### config.mk
export PLATFORM = sky130hd
export DESIGN_NAME = scr_ctrl
export DESIGN_NICKNAME = d
export VERILOG_FILES = /design/src/logic/scr_pkg.sv /design/src/logic/scr_ref_div.sv /design/src/logic/scr_lock_det.sv /design/src/logic/scr_ctrl.sv
export SDC_FILE = /design/constraint.sdc
export NUM_CORES = 1
export LEC_CHECK = 0
export BUFFER_PORTS_ARGS = -buffer_cell sky130_fd_sc_hd__buf_2
export CORE_UTILIZATION = 40
export CTS_BUF_LIST = sky130_fd_sc_hd__clkbuf_4 sky130_fd_sc_hd__clkbuf_8
export CTS_CLUSTER_DIAMETER = 30
export DETAILED_ROUTE_END_ITERATION = 12
export GPL_TIMING_DRIVEN = 0
export MAX_ROUTING_LAYER = met4
export PLACE_DENSITY = 0.54
export SYNTH_ARGS = -nofsm -noshare
export SYNTH_HDL_FRONTEND = slang
export SYNTH_SLANG_ARGS = --single-unit
### constraint.sdc
create_clock -name CLK -period 3.35 [get_ports CLK]
set_clock_uncertainty 0.2 [all_clocks]
set_input_delay 0 -clock CLK [delete_from_list [all_inputs] [get_ports CLK]]
set_output_delay 0 -clock CLK [all_outputs]
set_load 0.01 [all_outputs]
### src/logic/scr_pkg.sv
package scr_pkg;
    // ****************************************
    // Register select codes
    // ****************************************
    localparam logic [2:0] SEL_FREQ = 3'h0;
    localparam logic [2:0] SEL_PRESCALE = 3'h1;
    localparam logic [2:0] SEL_REFCP = 3'h2;
    localparam logic [2:0] SEL_CLKDIV = 3'h3;
    localparam int SEL_LSB = 0;
    localparam int WORD_W = 32;
    localparam logic [31:0] WORD_RESET = 32'h0000_0000;

    // ****************************************
    // Prescaler, phase and modulus word
    // ****************************************
    localparam int P_PHASE_ADJ = 28;
    localparam int P_PRESCALER = 27;
    localparam int P_PHASE_LSB = 15;
    localparam int P_MOD_LSB = 3;

    // ****************************************
    // Reference and charge pump word
    // ****************************************
    localparam int R_NOISE_LSB = 29;
    localparam int R_MUX_LSB = 26;
    localparam int R_DOUBLER = 25;
    localparam int R_HALVER = 24;
    localparam int R_RDIV_LSB = 14;
    localparam int R_DBUF = 13;
    localparam int R_CP_LSB = 9;
    localparam int R_LDF = 8;
    localparam int R_LDP = 7;
    localparam int R_POL = 6;
    localparam int R_PD = 5;
    localparam int R_CP3 = 4;
    localparam int R_CRST = 3;
    localparam logic [1:0] NOISE_LOW_SPUR = 2'h3;

    // ****************************************
    // Clock divider and band word
    // ****************************************
    localparam int C_BAND_FAST = 23;
    localparam int C_BACKLASH = 22;
    localparam int C_CHG_CANCEL = 21;
    localparam int C_CSR = 18;
    localparam int C_MODE_LSB = 15;
    localparam int C_VAL_LSB = 3;
    localparam logic [1:0] CDIV_OFF = 2'h0;
    localparam logic [1:0] CDIV_FASTLOCK = 2'h1;
    localparam logic [1:0] CDIV_RESYNC = 2'h2;

    // ****************************************
    // Lock detect cycle counts
    // ****************************************
    localparam logic [5:0] LOCK_CNT_FRACTIONAL_NUMERATOR = 6'h28;
    localparam logic [5:0] LOCK_CNT_INT = 6'h05;
endpackage

### src/logic/scr_ref_div.sv
`timescale 1ns/1ps
// Reference divider: one output tick every ratio input ticks
module scr_ref_div (
    // Clock and reset
    input wire logic CLK,
    input wire logic RESET_N,
    // Control
    input wire logic HOLD,
    input wire logic [9:0] RATIO,
    // Ticks
    input wire logic TICK_IN,
    output logic TICK_OUT
);
    typedef struct packed {
        logic [9:0] cnt;
        logic tick;
    } scr_div_t;

    scr_div_t s_reg, s_next;

    always_comb begin
        s_next = s_reg;
        s_next.tick = 1'b0;
        if (HOLD) begin
            // Load state: counting restarts cleanly on release
            s_next.cnt = 10'h000;
        end else if (TICK_IN) begin
            // A ratio of zero behaves as one
            if (s_reg.cnt + 10'h001 >= RATIO) begin
                s_next.cnt = 10'h000;
                s_next.tick = 1'b1;
            end else begin
                s_next.cnt = s_reg.cnt + 10'h001;
            end
        end
    end

    always_ff @(posedge CLK) begin
        if (!RESET_N) begin
            s_reg <= '0;
        end else begin
            s_reg <= s_next;
        end
    end

    assign TICK_OUT = s_reg.tick;
endmodule // scr_ref_div

### src/logic/scr_lock_det.sv
`timescale 1ns/1ps
// Digital lock detect: counts consecutive in-window detector cycles
module scr_lock_det (
    // Clock and reset
    input wire logic CLK,
    input wire logic RESET_N,
    // Control
    input wire logic CLEAR,
    input wire logic [5:0] NEED,
    // Detector cycle
    input wire logic SAMPLE,
    input wire logic IN_WINDOW,
    output logic LOCKED
);
    typedef struct packed {
        logic [5:0] cnt;
        logic locked;
    } scr_lock_t;

    scr_lock_t s_reg, s_next;

    always_comb begin
        s_next = s_reg;
        if (CLEAR) begin
            s_next = '0;
        end else if (SAMPLE) begin
            if (!IN_WINDOW) begin
                s_next = '0;
            end else if (s_reg.cnt + 6'h01 >= NEED) begin
                s_next.cnt = NEED;
                s_next.locked = 1'b1;
            end else begin
                s_next.cnt = s_reg.cnt + 6'h01;
            end
        end
    end

    always_ff @(posedge CLK) begin
        if (!RESET_N) begin
            s_reg <= '0;
        end else begin
            s_reg <= s_next;
        end
    end

    assign LOCKED = s_reg.locked;
endmodule // scr_lock_det

### src/logic/scr_ctrl.sv
`timescale 1ns/1ps
module scr_ctrl
    import scr_pkg::*;
(
    // Clock and reset
    input wire logic CLK,
    input wire logic RESET_N,
    // Serial programming pins
    input wire logic SER_CLK,
    input wire logic SER_DATA,
    input wire logic SER_LOAD,
    // Reference and detector window pins
    input wire logic REFERENCE_INPUT,
    input wire logic PHASE_ERR_LT6NS,
    input wire logic PHASE_ERR_LT10NS,
    // Prescaler, phase and modulus
    output logic PRESCALER_SELECT,
    output logic PHASE_ADJUST,
    output logic [11:0] PHASE_WORD,
    output logic [11:0] FRACTIONAL_MODULUS,
    output logic PHASE_WORD_OK,
    // Reference and charge pump
    output logic DITHER_EN,
    output logic [2:0] TEST_MUX_OUTPUT_SEL,
    output logic [3:0] CP_CURRENT,
    output logic PD_POLARITY,
    output logic CP_TRISTATE,
    output logic FEEDBACK_DIV_HOLD,
    output logic OSC_POWER_DOWN,
    output logic RF_OUT_DISABLE,
    output logic DOUBLE_BUFFER_EN,
    output logic REG0_UPDATE,
    // Detector reference and lock
    output logic PFD_REF_TICK,
    output logic PFD_REF_CLK,
    output logic LOCK_DETECT,
    // Clock divider and band
    output logic BAND_SEL_FAST,
    output logic BACKLASH_NARROW,
    output logic CHARGE_CANCEL,
    output logic CYCLE_SLIP_REDUCTION,
    output logic [1:0] CLK_DIV_MODE,
    output logic [11:0] CLK_DIV_VALUE,
    output logic CLK_DIV_TIMEOUT
);
    import scr_pkg::*;

    // ****************************************
    // State
    // ****************************************
    typedef struct packed {
        logic [2:0] sclk_s;
        logic [1:0] sdat_s;
        logic [2:0] load_s;
        logic [2:0] ref_s;
        logic [1:0] win6_s;
        logic [1:0] win10_s;
        logic [31:0] shift;
        logic [31:0] word1;
        logic [31:0] word2;
        logic [31:0] word3;
        logic [31:0] act1;
        logic [31:0] act2;
        logic halver;
        logic pfd_tick;
        logic [11:0] tmo_cnt;
        logic tmo_run;
        logic tmo_done;
        logic reg0_upd;
    } scr_state_t;

    scr_state_t s_reg, s_next;

    logic held;
    logic pd;
    logic ref_tick;
    logic rdiv_tick;
    logic lock_detect_function;
    logic in_window;
    logic [5:0] lock_need;
    logic locked;

    function automatic logic rise(input logic [2:0] sync);
        rise = sync[1] & ~sync[2];
    endfunction

    function automatic logic fall(input logic [2:0] sync);
        fall = ~sync[1] & sync[2];
    endfunction

    // ****************************************
    // Shared decode
    // ****************************************
    assign pd = s_reg.word2[R_PD];
    // Power-down forces the counters to their load state as well
    assign held = s_reg.word2[R_CRST] | pd;
    assign lock_detect_function = s_reg.word2[R_LDF];
    // Doubler off: falling edges only; on: both edges count
    assign ref_tick = s_reg.act2[R_DOUBLER] ?
        (rise(s_reg.ref_s) | fall(s_reg.ref_s)) : fall(s_reg.ref_s);
    // Narrow window: fractional with bit 7 high, integer with bit 7 low
    assign in_window = (lock_detect_function ^ s_reg.word2[R_LDP]) ?
        s_reg.win6_s[1] : s_reg.win10_s[1];
    assign lock_need = lock_detect_function ? LOCK_CNT_INT : LOCK_CNT_FRACTIONAL_NUMERATOR;

    // ****************************************
    // Reference divider and lock detect
    // ****************************************
    scr_ref_div u_ref_div (
        .CLK(CLK),
        .RESET_N(RESET_N),
        .HOLD(held),
        .RATIO(s_reg.act2[R_RDIV_LSB +: 10]),
        .TICK_IN(ref_tick),
        .TICK_OUT(rdiv_tick)
    );

    scr_lock_det u_lock_det (
        .CLK(CLK),
        .RESET_N(RESET_N),
        .CLEAR(pd | held),
        .NEED(lock_need),
        .SAMPLE(s_reg.pfd_tick),
        .IN_WINDOW(in_window),
        .LOCKED(locked)
    );

    // ****************************************
    // Next state
    // ****************************************
    always_comb begin
        s_next = s_reg;
        // Synchronisers: only the second stage and later are read
        s_next.sclk_s = {s_reg.sclk_s[1:0], SER_CLK};
        s_next.sdat_s = {s_reg.sdat_s[0], SER_DATA};
        s_next.load_s = {s_reg.load_s[1:0], SER_LOAD};
        s_next.ref_s = {s_reg.ref_s[1:0], REFERENCE_INPUT};
        s_next.win6_s = {s_reg.win6_s[0], PHASE_ERR_LT6NS};
        s_next.win10_s = {s_reg.win10_s[0], PHASE_ERR_LT10NS};
        s_next.reg0_upd = 1'b0;
        s_next.tmo_done = 1'b0;
        s_next.pfd_tick = 1'b0;

        // Serial input stays live even in power-down
        if (rise(s_reg.sclk_s)) begin
            s_next.shift = {s_reg.shift[30:0], s_reg.sdat_s[1]};
        end

        if (rise(s_reg.load_s)) begin
            unique case (s_reg.shift[SEL_LSB +: 3])
                SEL_PRESCALE: s_next.word1 = s_reg.shift;
                SEL_REFCP: s_next.word2 = s_reg.shift;
                SEL_CLKDIV: s_next.word3 = s_reg.shift;
                SEL_FREQ: begin
                    // Buffered fields move to the active copies here
                    s_next.act1 = s_reg.word1;
                    s_next.act2 = s_reg.word2;
                    s_next.reg0_upd = 1'b1;
                end
                default: begin
                    // Words for other registers are not held here
                end
            endcase
        end

        // Divide-by-two toggle gives a 50 percent duty detector clock
        if (held) begin
            s_next.halver = 1'b0;
        end else if (rdiv_tick) begin
            if (s_reg.act2[R_HALVER]) begin
                s_next.halver = ~s_reg.halver;
                s_next.pfd_tick = ~s_reg.halver;
            end else begin
                s_next.halver = ~s_reg.halver;
                s_next.pfd_tick = 1'b1;
            end
        end

        // Timeout counter in detector cycles, armed by each register zero write
        if (s_reg.word3[C_MODE_LSB +: 2] == CDIV_OFF || held) begin
            s_next.tmo_run = 1'b0;
            s_next.tmo_cnt = 12'h000;
        end else if (s_reg.reg0_upd) begin
            s_next.tmo_run = 1'b1;
            s_next.tmo_cnt = s_reg.word3[C_VAL_LSB +: 12];
        end else if (s_reg.tmo_run && s_reg.pfd_tick) begin
            if (s_reg.tmo_cnt <= 12'h001) begin
                s_next.tmo_run = 1'b0;
                s_next.tmo_cnt = 12'h000;
                s_next.tmo_done = 1'b1;
            end else begin
                s_next.tmo_cnt = s_reg.tmo_cnt - 12'h001;
            end
        end
    end

    always_ff @(posedge CLK) begin
        if (!RESET_N) begin
            s_reg <= '0;
            s_reg.word1 <= WORD_RESET;
            s_reg.word2 <= WORD_RESET;
            s_reg.word3 <= WORD_RESET;
            s_reg.act1 <= WORD_RESET;
            s_reg.act2 <= WORD_RESET;
        end else begin
            s_reg <= s_next;
        end
    end

    // ****************************************
    // Outputs
    // ****************************************
    // Prescaler choice and phase word limits are the host's to respect
    assign PRESCALER_SELECT = s_reg.word1[P_PRESCALER];
    assign PHASE_ADJUST = s_reg.word1[P_PHASE_ADJ];
    assign PHASE_WORD = s_reg.act1[P_PHASE_LSB +: 12];
    assign FRACTIONAL_MODULUS = s_reg.act1[P_MOD_LSB +: 12];
    // Phase step is one modulus count, so the word must stay below it
    assign PHASE_WORD_OK = s_reg.act1[P_PHASE_LSB +: 12]
        < s_reg.act1[P_MOD_LSB +: 12];

    assign DITHER_EN = s_reg.word2[R_NOISE_LSB +: 2] == NOISE_LOW_SPUR;
    assign TEST_MUX_OUTPUT_SEL = s_reg.word2[R_MUX_LSB +: 3];
    assign CP_CURRENT = s_reg.act2[R_CP_LSB +: 4];
    assign PD_POLARITY = s_reg.word2[R_POL];
    assign CP_TRISTATE = s_reg.word2[R_CP3] | pd;
    assign FEEDBACK_DIV_HOLD = held;
    assign OSC_POWER_DOWN = pd;
    assign RF_OUT_DISABLE = pd;
    assign DOUBLE_BUFFER_EN = s_reg.word2[R_DBUF];
    assign REG0_UPDATE = s_reg.reg0_upd;

    assign PFD_REF_TICK = s_reg.pfd_tick;
    assign PFD_REF_CLK = s_reg.halver;
    assign LOCK_DETECT = locked;

    assign BAND_SEL_FAST = s_reg.word3[C_BAND_FAST];
    assign BACKLASH_NARROW = s_reg.word3[C_BACKLASH];
    assign CHARGE_CANCEL = s_reg.word3[C_CHG_CANCEL];
    assign CYCLE_SLIP_REDUCTION = s_reg.word3[C_CSR];
    assign CLK_DIV_MODE = s_reg.word3[C_MODE_LSB +: 2];
    assign CLK_DIV_VALUE = s_reg.word3[C_VAL_LSB +: 12];
    assign CLK_DIV_TIMEOUT = s_reg.tmo_done;
endmodule // scr_ctrl

==> run metrics, run 1 <==
Max-slew headroom=51.19%; Clock transition at path regs=0.10 ns; Total Routed Length=20990 um; Leakage=roughly 3.7 nW; # DRC=0; post-CTS setup buffer count=0; Clock Latency Late Sink=~0.48 ns; CTS tree=built; Max Fanout on Critical Path=7; Port Buf Inserts=70; DRT Pass-1 Iters=5; CP required=roughly 3.6 ns; remaining antenna violation count=0; Tmin final=just over 3 ns; Clk Tree Root Cell=clkbuf_8; Placer Congestion=0.8272; outcome=complete, no violations; CP Launch Type=flip-flop; final hold vios=0; share of cells above drive strength 1=around 15%; Core ar.=0.02056 sq mm; CTS sink count=slightly below 200; DPL Wire Length=roughly 16000 um; final setup fails=0; antenna diode count=0; setup_tns=0 ns; Cell Area, Synth=between 0.008 and 0.009 sq mm; Pwr Density=423.7 mW/mm^2; via count=around 6900; initial antenna violation count=0; #FFs+latches synth=between 150 and 200; full die area=~0.022 sq mm; post-route setup slack=a little under 0.3 ns; Area Growth Syn to Fin=14.26%; synth unique cells=55; critical path class=flip-flop to flip-flop; Die H=147.9 um; pre-CTS setup slack=-0.1159 ns; vias in the first global route=approximately 6400; largest net degree at the start of global routing=17; Bufs on Longest Clock Path=2; Synth Warn #=0; Synthesized Nets=about 1100; top cells by area, synth=dfxtp_1 (45%), nand2_1 (14%), a21boi_0 (12%), ha_1 (4.4%), buf_4 (4.1%); Synth area leader=dfxtp_1; Hold Crit Class=input port to flip-flop; grt ovf=0; CP Capture Type=flip-flop; global-route wire length before repair=33950 um; VDD IR-drop max=approximately 0.00026 V; htree depth=4; WHS=just under 0.06 ns; Die X=between 100 and 150 um; Tightest Pin Transition=roughly 0.73 ns; Placed Area=approximately 0.0092 sq mm; GRT Util Overall=about 20%; Worst R2R Setup Slack=~0.30 ns; FMAX=0.3277 GHz; Top FF cell, synth=dfxtp_1; synthesized area per cell=about 8.4 sq um; Filler cells=2159; Critical Path AT=3.28 ns; Tcrit/Tclk final=between 90% and 100%; EDFF count, synth=0; Post-Syn Instances=about 1000; Ports=a little over 70; Seq/Total Area, Yosys=between 40 and 50%; Commonest cells post-synth=nand2_1 (308), dfxtp_1 (193), a21boi_0 (138); Final Net Count=roughly 1100; max FFs per register=between 100 and 150; unrepaired setup endpoints after global routing=no; fraction of registers with async set/reset=0%; DR WL/cell=around 15 um; top-count cell post-synth=nand2_1; row cnt=52; final instance area=roughly 0.0097 sq mm; Slew Limit Fails=0; Starting Density=between 40 and 50%; DR iter-0 viols=approximately 310; share of the synthesized area in the top cell type=a little under half; total CTS buffers=17; via density per instance=4.922; Max Cap Viol=0
-- final timing paths --
check	start	endpoint	cells after the start
setup / recovery	u_ref_div.s_reg[3]	u_ref_div.s_reg[2]	10
setup reg to reg	u_ref_div.s_reg[3]	u_ref_div.s_reg[2]	10
hold reg to reg	s_next[217]	s_next[218]	1
hold / removal	PHASE_ERR_LT6NS	s_next[212]	3
-- cells in the final DEF, fill, tap and decap left out, drive strengths merged, types with 14 or more instances in the layout --
cell type  netlist  layout
ha              30      30
a21oi           14      14
clkbuf          47      65
nand2          308     308
a21boi         144     144
dfxtp          193     193
nor2            27      27
o21ai           16      16
buf             55     125
inv             32      34
and2            21      21
-- layout make-up --
cell class / count / area, sq um / area share, %
multi-input combinational: 688 / 3968 / 40.81
clock inverter: 13 / 182.7 / 1.879
buffer: 101 / 569.3 / 5.855
inverter: 32 / 120.1 / 1.235
timing repair buffer: 77 / 420.4 / 4.324
sequential: 193 / 3864 / 39.74
tap: 270 / 337.8 / 3.474
clock buffer: 19 / 261.5 / 2.689
-- power breakdown --
group	switching [mW]	internal [mW]
Clock	0.840	0.855
Sequential	0.00356	2.30
Combinational	0.0756	0.0447
Total	0.919	3.20
-- repair_timing --
item,CTS,global route
hold buffers,7,0
setup endpoints to repair,7,9
gates resized for setup,2,1
endpoints found under the hold margin,8,0
-- cells by family (layout without fill, tap and decap cells) --
group / after synthesis / count (layout) / synth area share, %
buffers and inverters: 134 / 242 / 8.146
multiplexers: 5 / 5 / 0.6029
AND/OR/NAND/NOR: 416 / 416 / 20.79
flip-flops: 193 / 193 / 45.41
adder cells (fa/ha/maj): 30 / 30 / 4.411
AO/OA/AOI/OAI: 220 / 220 / 18.89
XOR/XNOR: 17 / 17 / 1.750
-- metal layers --
metal,track usage (%),routed length (um)
met1,28.12,10620
met2,31.16,9338
met3,2.963,718
met4,6.031,307
met5,-,0
-- worst max-delay path, cell delays in order, from the launching register on --
cell      delay [ns]
dfxtp_1         0.47
and3_1          0.21
nand3_1         0.20
nor2_1          0.18
xor2_1          0.25
ha_1            0.29
a211oi_1        0.28
o21ai_0         0.18
a21oi_2         0.28
or2_2           0.27
a32o_1          0.19
-- stage by stage --
stage	power (mW)	util, %	std cells
5_1_grt	4.274	47.29	1393
3_5_place_dp	2.473	44.74	1355
6_report	4.119	47.29	1393
2_1_floorplan	2.431	-	1015
3_3_place_gp	2.473	44.74	1355
4_1_cts	4.171	47.28	1394
Note: power is estimated with default switching activity, not from simulation.
==> run 2: changes to the inputs <==
CORE_UTILIZATION = 30   (was 40)
PLACE_DENSITY = 0.43   (was 0.54)
==> run metrics, run 2 (synthesis gave the netlist of run 1 again) <==
stages on the worst setup path=10; setup_tns=0 ns; remaining antenna violation count=0; Slew Limit Fails=0; Design Power=around 3.9 mW; Placer Congestion=0.8097; crit path from=u_ref_div.s_reg[1]; unrepaired setup endpoints after global routing=no; DPL Wire Length=around 17000 um; Crit path max-delay family=compound AO/OA/AOI/OAI gates; Hold Path Stages=3; Clock transition at path regs=roughly 0.12 ns; Clock Latency Late Sink=~0.47 ns; GRT Util Overall=about 17%; Tmin final=roughly 3.0 ns; worst stage delay on the critical path=approximately 0.45 ns; M1 WL=~12000 um; Starting Density=between 30% and 40%; Tightest Pin Transition=approximately 0.8 ns; via density per instance=about 4.5; Final Net Count=~1200; htree depth=4; # DRC=0; grt ovf=0; Max Fanout on Critical Path=7; CTS sink count=slightly below 200; Critical Path AT=between 3 and 4 ns; crit-path cells=ha_1, nand3_1, nor2_1, xor2_1, ha_1, o21ai_0, o21ai_0, a21oi_2, or2_2, a32o_1; Core ar.=~0.028 sq mm; R2R depth=10; CP Launch Type=flip-flop; via count=between 6000 and 7000; DRT Pass-1 Iters=7; antenna diode count=0; final setup fails=0; most frequent cells in the layout=nand2_1 (308), dfxtp_1 (192), a21boi_0 (138); commonest non-fill, non-tap cell in the layout=nand2_1; total CTS buffers=17; full die area=0.02904 sq mm; share of cells above drive strength 1=between 10% and 20%; largest net degree at the start of global routing=19; top sig layer=met4; Bufs on Longest Clock Path=2; Slowest-stage cell, CP=dfxtp_1; Ports=72; min-delay src=SER_DATA; Tcrit/Tclk final=between 90% and 100%; CP Capture Type=flip-flop; met2 WL post-DR=9900 um; FMAX=0.3301 GHz; outcome=complete, no violations; Port Buf Inserts=70; max FFs per register=between 100 and 150; Die X=about 170 um; final hold vios=0; row cnt=61; DR WL/cell=15.25 um; Max-slew headroom=around 47%; Clk Tree Root Cell=clkbuf_8; R2R Path Start=u_ref_div.s_reg[1]; Hold Crit Class=input port to flip-flop; initial antenna violation count=0; CTS tree=built; VDD IR-drop max=0.0002329 V; critical path class=flip-flop to flip-flop; Worst Path Buf+Inv=0; Area Growth Syn to Fin=15.25%; Pwr Density=400.4 mW/mm^2; vias in the first global route=~6300; Leakage=around 3.7 nW; CP required=between 3 and 4 ns; Die H=~170 um; Max Cap Viol=0; Total Routed Length=roughly 23000 um; met3 WL post-DR=~700 um; global-route wire length before repair=36350 um; DR iter-0 viols=roughly 420
run 2: layer usage:
metal  vias to the layer above  track usage, %
li1                       3521               -
met1                      3201           23.76
met2                        82           24.93
met3                         7           3.721
met4                         0           2.820
met5                         -               -
run 2: tightest hold or removal path, cell delays in order:
cell,delay [ns]
dlygate4sd3_1,0.52
buf_2,0.09
and2_1,0.10
run 2: layout make-up:
type	instances	area, sq um
Timing Repair Buffer	79	432.9
Clock buffer	19	255.2
Buffer	101	569.3
Clock inverter	13	118.9
Sequential cell	193	3865
Fill cell	2999	18050
Multi-Input combinational cell	688	3973
Inverter	32	120.1
Tap cell	378	473.0
run 2: what timing repair did:
item,in CTS,in global routing
setup endpoints to repair,7,9
hold endpoints to repair,6,0
hold buffers,6,0
pin swaps,0,0
gates resized for setup,2,3
setup buffers,0,3
run 2: path summary, 6_finish.rpt:
kind                         end  slack [ns]
min                  s_next[220]        0.06
max reg2reg  u_ref_div.s_reg[10]        0.32
max          u_ref_div.s_reg[10]        0.32
min reg2reg           s_reg[210]        0.26
run 2: where the power goes:
group          internal (mW)  switching (mW)
combinational         0.0441          0.0788
sequential              2.30         0.00332
clock                  0.573           0.925
run 2: metrics by stage:
stage	area [sq um]	setup slack (ns)	hold WS (ns)	std cells	util, %
after floorplan	8509	0.5716	-0.07271	1015	-
after global placement	9333	-0.1611	0.005555	1463	33.50
after detailed placement	9333	-0.1629	0.01083	1463	33.50
after CTS	9772	0.2025	0.02753	1500	35.08
after global routing	9807	0.008595	0.02417	1503	35.20
final	9807	0.3209	0.06131	1503	35.20
==> run 3: changes to the inputs <==
CTS_BUF_LIST = not set   (was sky130_fd_sc_hd__clkbuf_4 sky130_fd_sc_hd__clkbuf_8)
SYNTH_HIERARCHICAL = 1   (was not set)
==> run metrics, run 3 <==
synth unique cells=68; row cnt=between 60 and 70; hold endpoint=s_next[222]; EDFF count, synth=0; Tcrit/Tclk final=between 80 and 90%; FMAX=around 0.36 GHz; Top FF cell, synth=dfxtp_1; VDD IR-drop max=approximately 0.00026 V; full die area=about 0.029 sq mm; CTS tree=built; htree depth=4; Starting Density=about 31%; critical path class=flip-flop to flip-flop; commonest non-fill, non-tap cell in the layout=nand2_1; CP required=roughly 3.5 ns; grt ovf=0; Worst R2R Setup Slack=0.58 ns; Clock transition at path regs=0.08 ns; Final Net Count=roughly 1200; Synth Warn #=6; CP Launch Type=flip-flop; M2 GR Usage=between 20% and 30%; initial antenna violation count=0; Seq/Total Area, Yosys=44.98%; Hold Path Stages=3; Commonest cells post-synth=nand2_1 (312), dfxtp_1 (193), a21oi_1 (91); Area Growth Syn to Fin=17.60%; top cells by area, synth=dfxtp_1 (45%), nand2_1 (14%), a21boi_0 (6.2%), a21oi_1 (5.3%), ha_1 (4.7%); GR Util met3=2.232%; Die H=between 150 and 200 um; Critical Path AT=about 3 ns; min-delay src=SER_CLK; Post-Syn Instances=between 1000 and 1500; post-CTS setup buffer count=0; CTS sink count=193; max FFs per register=approximately 110; placed insts=1492; Ports=72; outcome=complete, no violations; via count=6886; CP Capture Type=flip-flop; Core ar.=about 0.028 sq mm; met1 usage=a little under a quarter; global-route wire length before repair=~37000 um; Most Crowded Layer GR=met2; via density per instance=4.498; Filler cells=3000; synthesized area per cell=between 8 and 9 sq um; Clk Tree Root Cell=clkbuf_16; final hold vios=0; DPL Wire Length=between 15000 and 20000 um; Die X=171.2 um; R2R Path Start=u_ref_div/s_reg[1]; Tmin final=~2.8 ns; Slew Limit Fails=0; Tightest Pin Transition=~0.74 ns; # DRC=0; R2R depth=9; share of cells above drive strength 1=between 10% and 20%; Max-slew headroom=between 50% and 60%; final setup fails=0; WHS=approximately 0.10 ns; remaining antenna violation count=0; Port Buf Inserts=between 70 and 80; GRT Util Overall=17.26%; Total Routed Length=between 20000 and 25000 um; share of the synthesized area in the top cell type=roughly 45%; unrepaired setup endpoints after global routing=no; worst stage delay on the critical path=about 0.43 ns; antenna diode count=0; Worst Path Buf+Inv=0; Max Cap Viol=0; DR WL/cell=between 15 and 20 um; reg2reg end=u_ref_div/s_reg[10]; largest net degree at the start of global routing=20; hold buffer count at CTS=7; Synth area leader=dfxtp_1; total CTS buffers=17; Leakage=around 3.7 nW; DRT Pass-1 Iters=5; Placer Congestion=approximately 0.78; most frequent cells in the layout=nand2_1 (312), dfxtp_1 (193), a21oi_1 (91); Max Fanout on Critical Path=8; vias in the first global route=between 6000 and 7000; Bufs on Longest Clock Path=2; Pwr Density=around 450 mW/mm^2; Layout Cells excl Fill=1531; Slowest-stage cell, CP=dfxtp_1; DR iter-0 viols=~310; crit-path cells=ha_1, nand3_1, xnor2_1, ha_1, a21oi_1, nand2_1, a2bb2oi_2, o21ai_2, o32ai_2; fraction of registers with async set/reset=0%; CP dominant cell by count=ha_1; Crit path max-delay family=compound AO/OA/AOI/OAI gates; top-count cell post-synth=nand2_1; Cell Area, Synth=between 0.008 and 0.009 sq mm; #FFs+latches synth=just under 200; Clock Latency Late Sink=0.44 ns; Hold Crit Class=input port to flip-flop; setup_tns=0 ns; CTS resizes=0
run 3: logic make-up (layout without fill, tap and decap cells):
kind of cell | Yosys count | in the layout | synth area share [%]
flip-flops | 193 | 193 | 44.98
AO/OA/AOI/OAI | 221 | 221 | 17.29
adder cells (fa/ha/maj) | 32 | 32 | 4.661
buffers and inverters | 147 | 257 | 8.638
XOR/XNOR | 15 | 15 | 1.530
other | 1 | 4 | 0.04366
AND/OR/NAND/NOR | 422 | 422 | 21.79
multiplexers | 9 | 9 | 1.063
run 3: power by group:
| part | internal [mW] | switching [mW] |
|---|---|---|
| Combinational | 0.0381 | 0.0841 |
| Sequential | 2.30 | 0.00325 |
| Clock | 1.09 | 1.02 |
run 3: worst reg2reg max path, stage by stage (launching register included):
cell and delay, ns:
dfxtp_1 0.43, ha_1 0.25, nand3_1 0.16, xnor2_1 0.29
ha_1 0.31, a21oi_1 0.15, nand2_1 0.08, a2bb2oi_2 0.37
o21ai_2 0.19, o32ai_2 0.26
run 3: cell type report:
type / instances / area [sq um] / area share [%]
Sequential cell: 193 / 3864 / 38.25
Clock inverter: 14 / 162.7 / 1.610
Multi-Input combinational cell: 703 / 3995 / 39.55
Buffer: 103 / 576.8 / 5.710
Clock buffer: 18 / 439.2 / 4.348
Tap cell: 378 / 473.0 / 4.682
Timing Repair Buffer: 78 / 425.4 / 4.212
Inverter: 44 / 165.2 / 1.635
run 3: worst max path at each step:
| stage | startpoint | end | slack [ns] | cells past startpoint |
|---|---|---|---|---|
| floorplan | u_ref_div/s_reg[3] | u_ref_div/s_reg[10] | 1.01 | 11 |
| global placement | u_ref_div/s_reg[1] | u_ref_div/s_reg[8] | 0.53 | 9 |
| detailed placement | u_ref_div/s_reg[1] | u_ref_div/TICK_OUT | 0.57 | 11 |
| CTS | u_ref_div/s_reg[3] | u_ref_div/TICK_OUT | 0.55 | 11 |
| global route | u_ref_div/s_reg[1] | u_ref_div/s_reg[3] | 0.31 | 9 |
| finish | u_ref_div/s_reg[1] | u_ref_div/s_reg[10] | 0.58 | 9 |
run 3: layer usage:
metal / part of all wire (%) / wire length, um / up-vias
met3: 2.6 / 598 / 15
met1: 52 / 12120 / 3160
li1: - / - / 3603
met5: 0 / 0 / -
met4: 1.1 / 246 / 0
met2: 44 / 10320 / 108
run 3: per-stage QoR:
| stage | utilization, % | area, sq um | setup WS (ns) | power, mW |
|---|---|---|---|---|
| 2_1_floorplan | - | 8601 | 1.010 | 2.429 |
| 4_1_cts | 36.06 | 10100 | 0.5531 | 4.599 |
| 3_5_place_dp | 33.66 | 9429 | 0.5743 | 2.476 |
| 3_3_place_gp | 33.66 | 9429 | 0.5279 | 2.477 |
| 6_report | 36.06 | 10100 | 0.5839 | 4.539 |
| 5_1_grt | 36.06 | 10100 | 0.3055 | 4.707 |
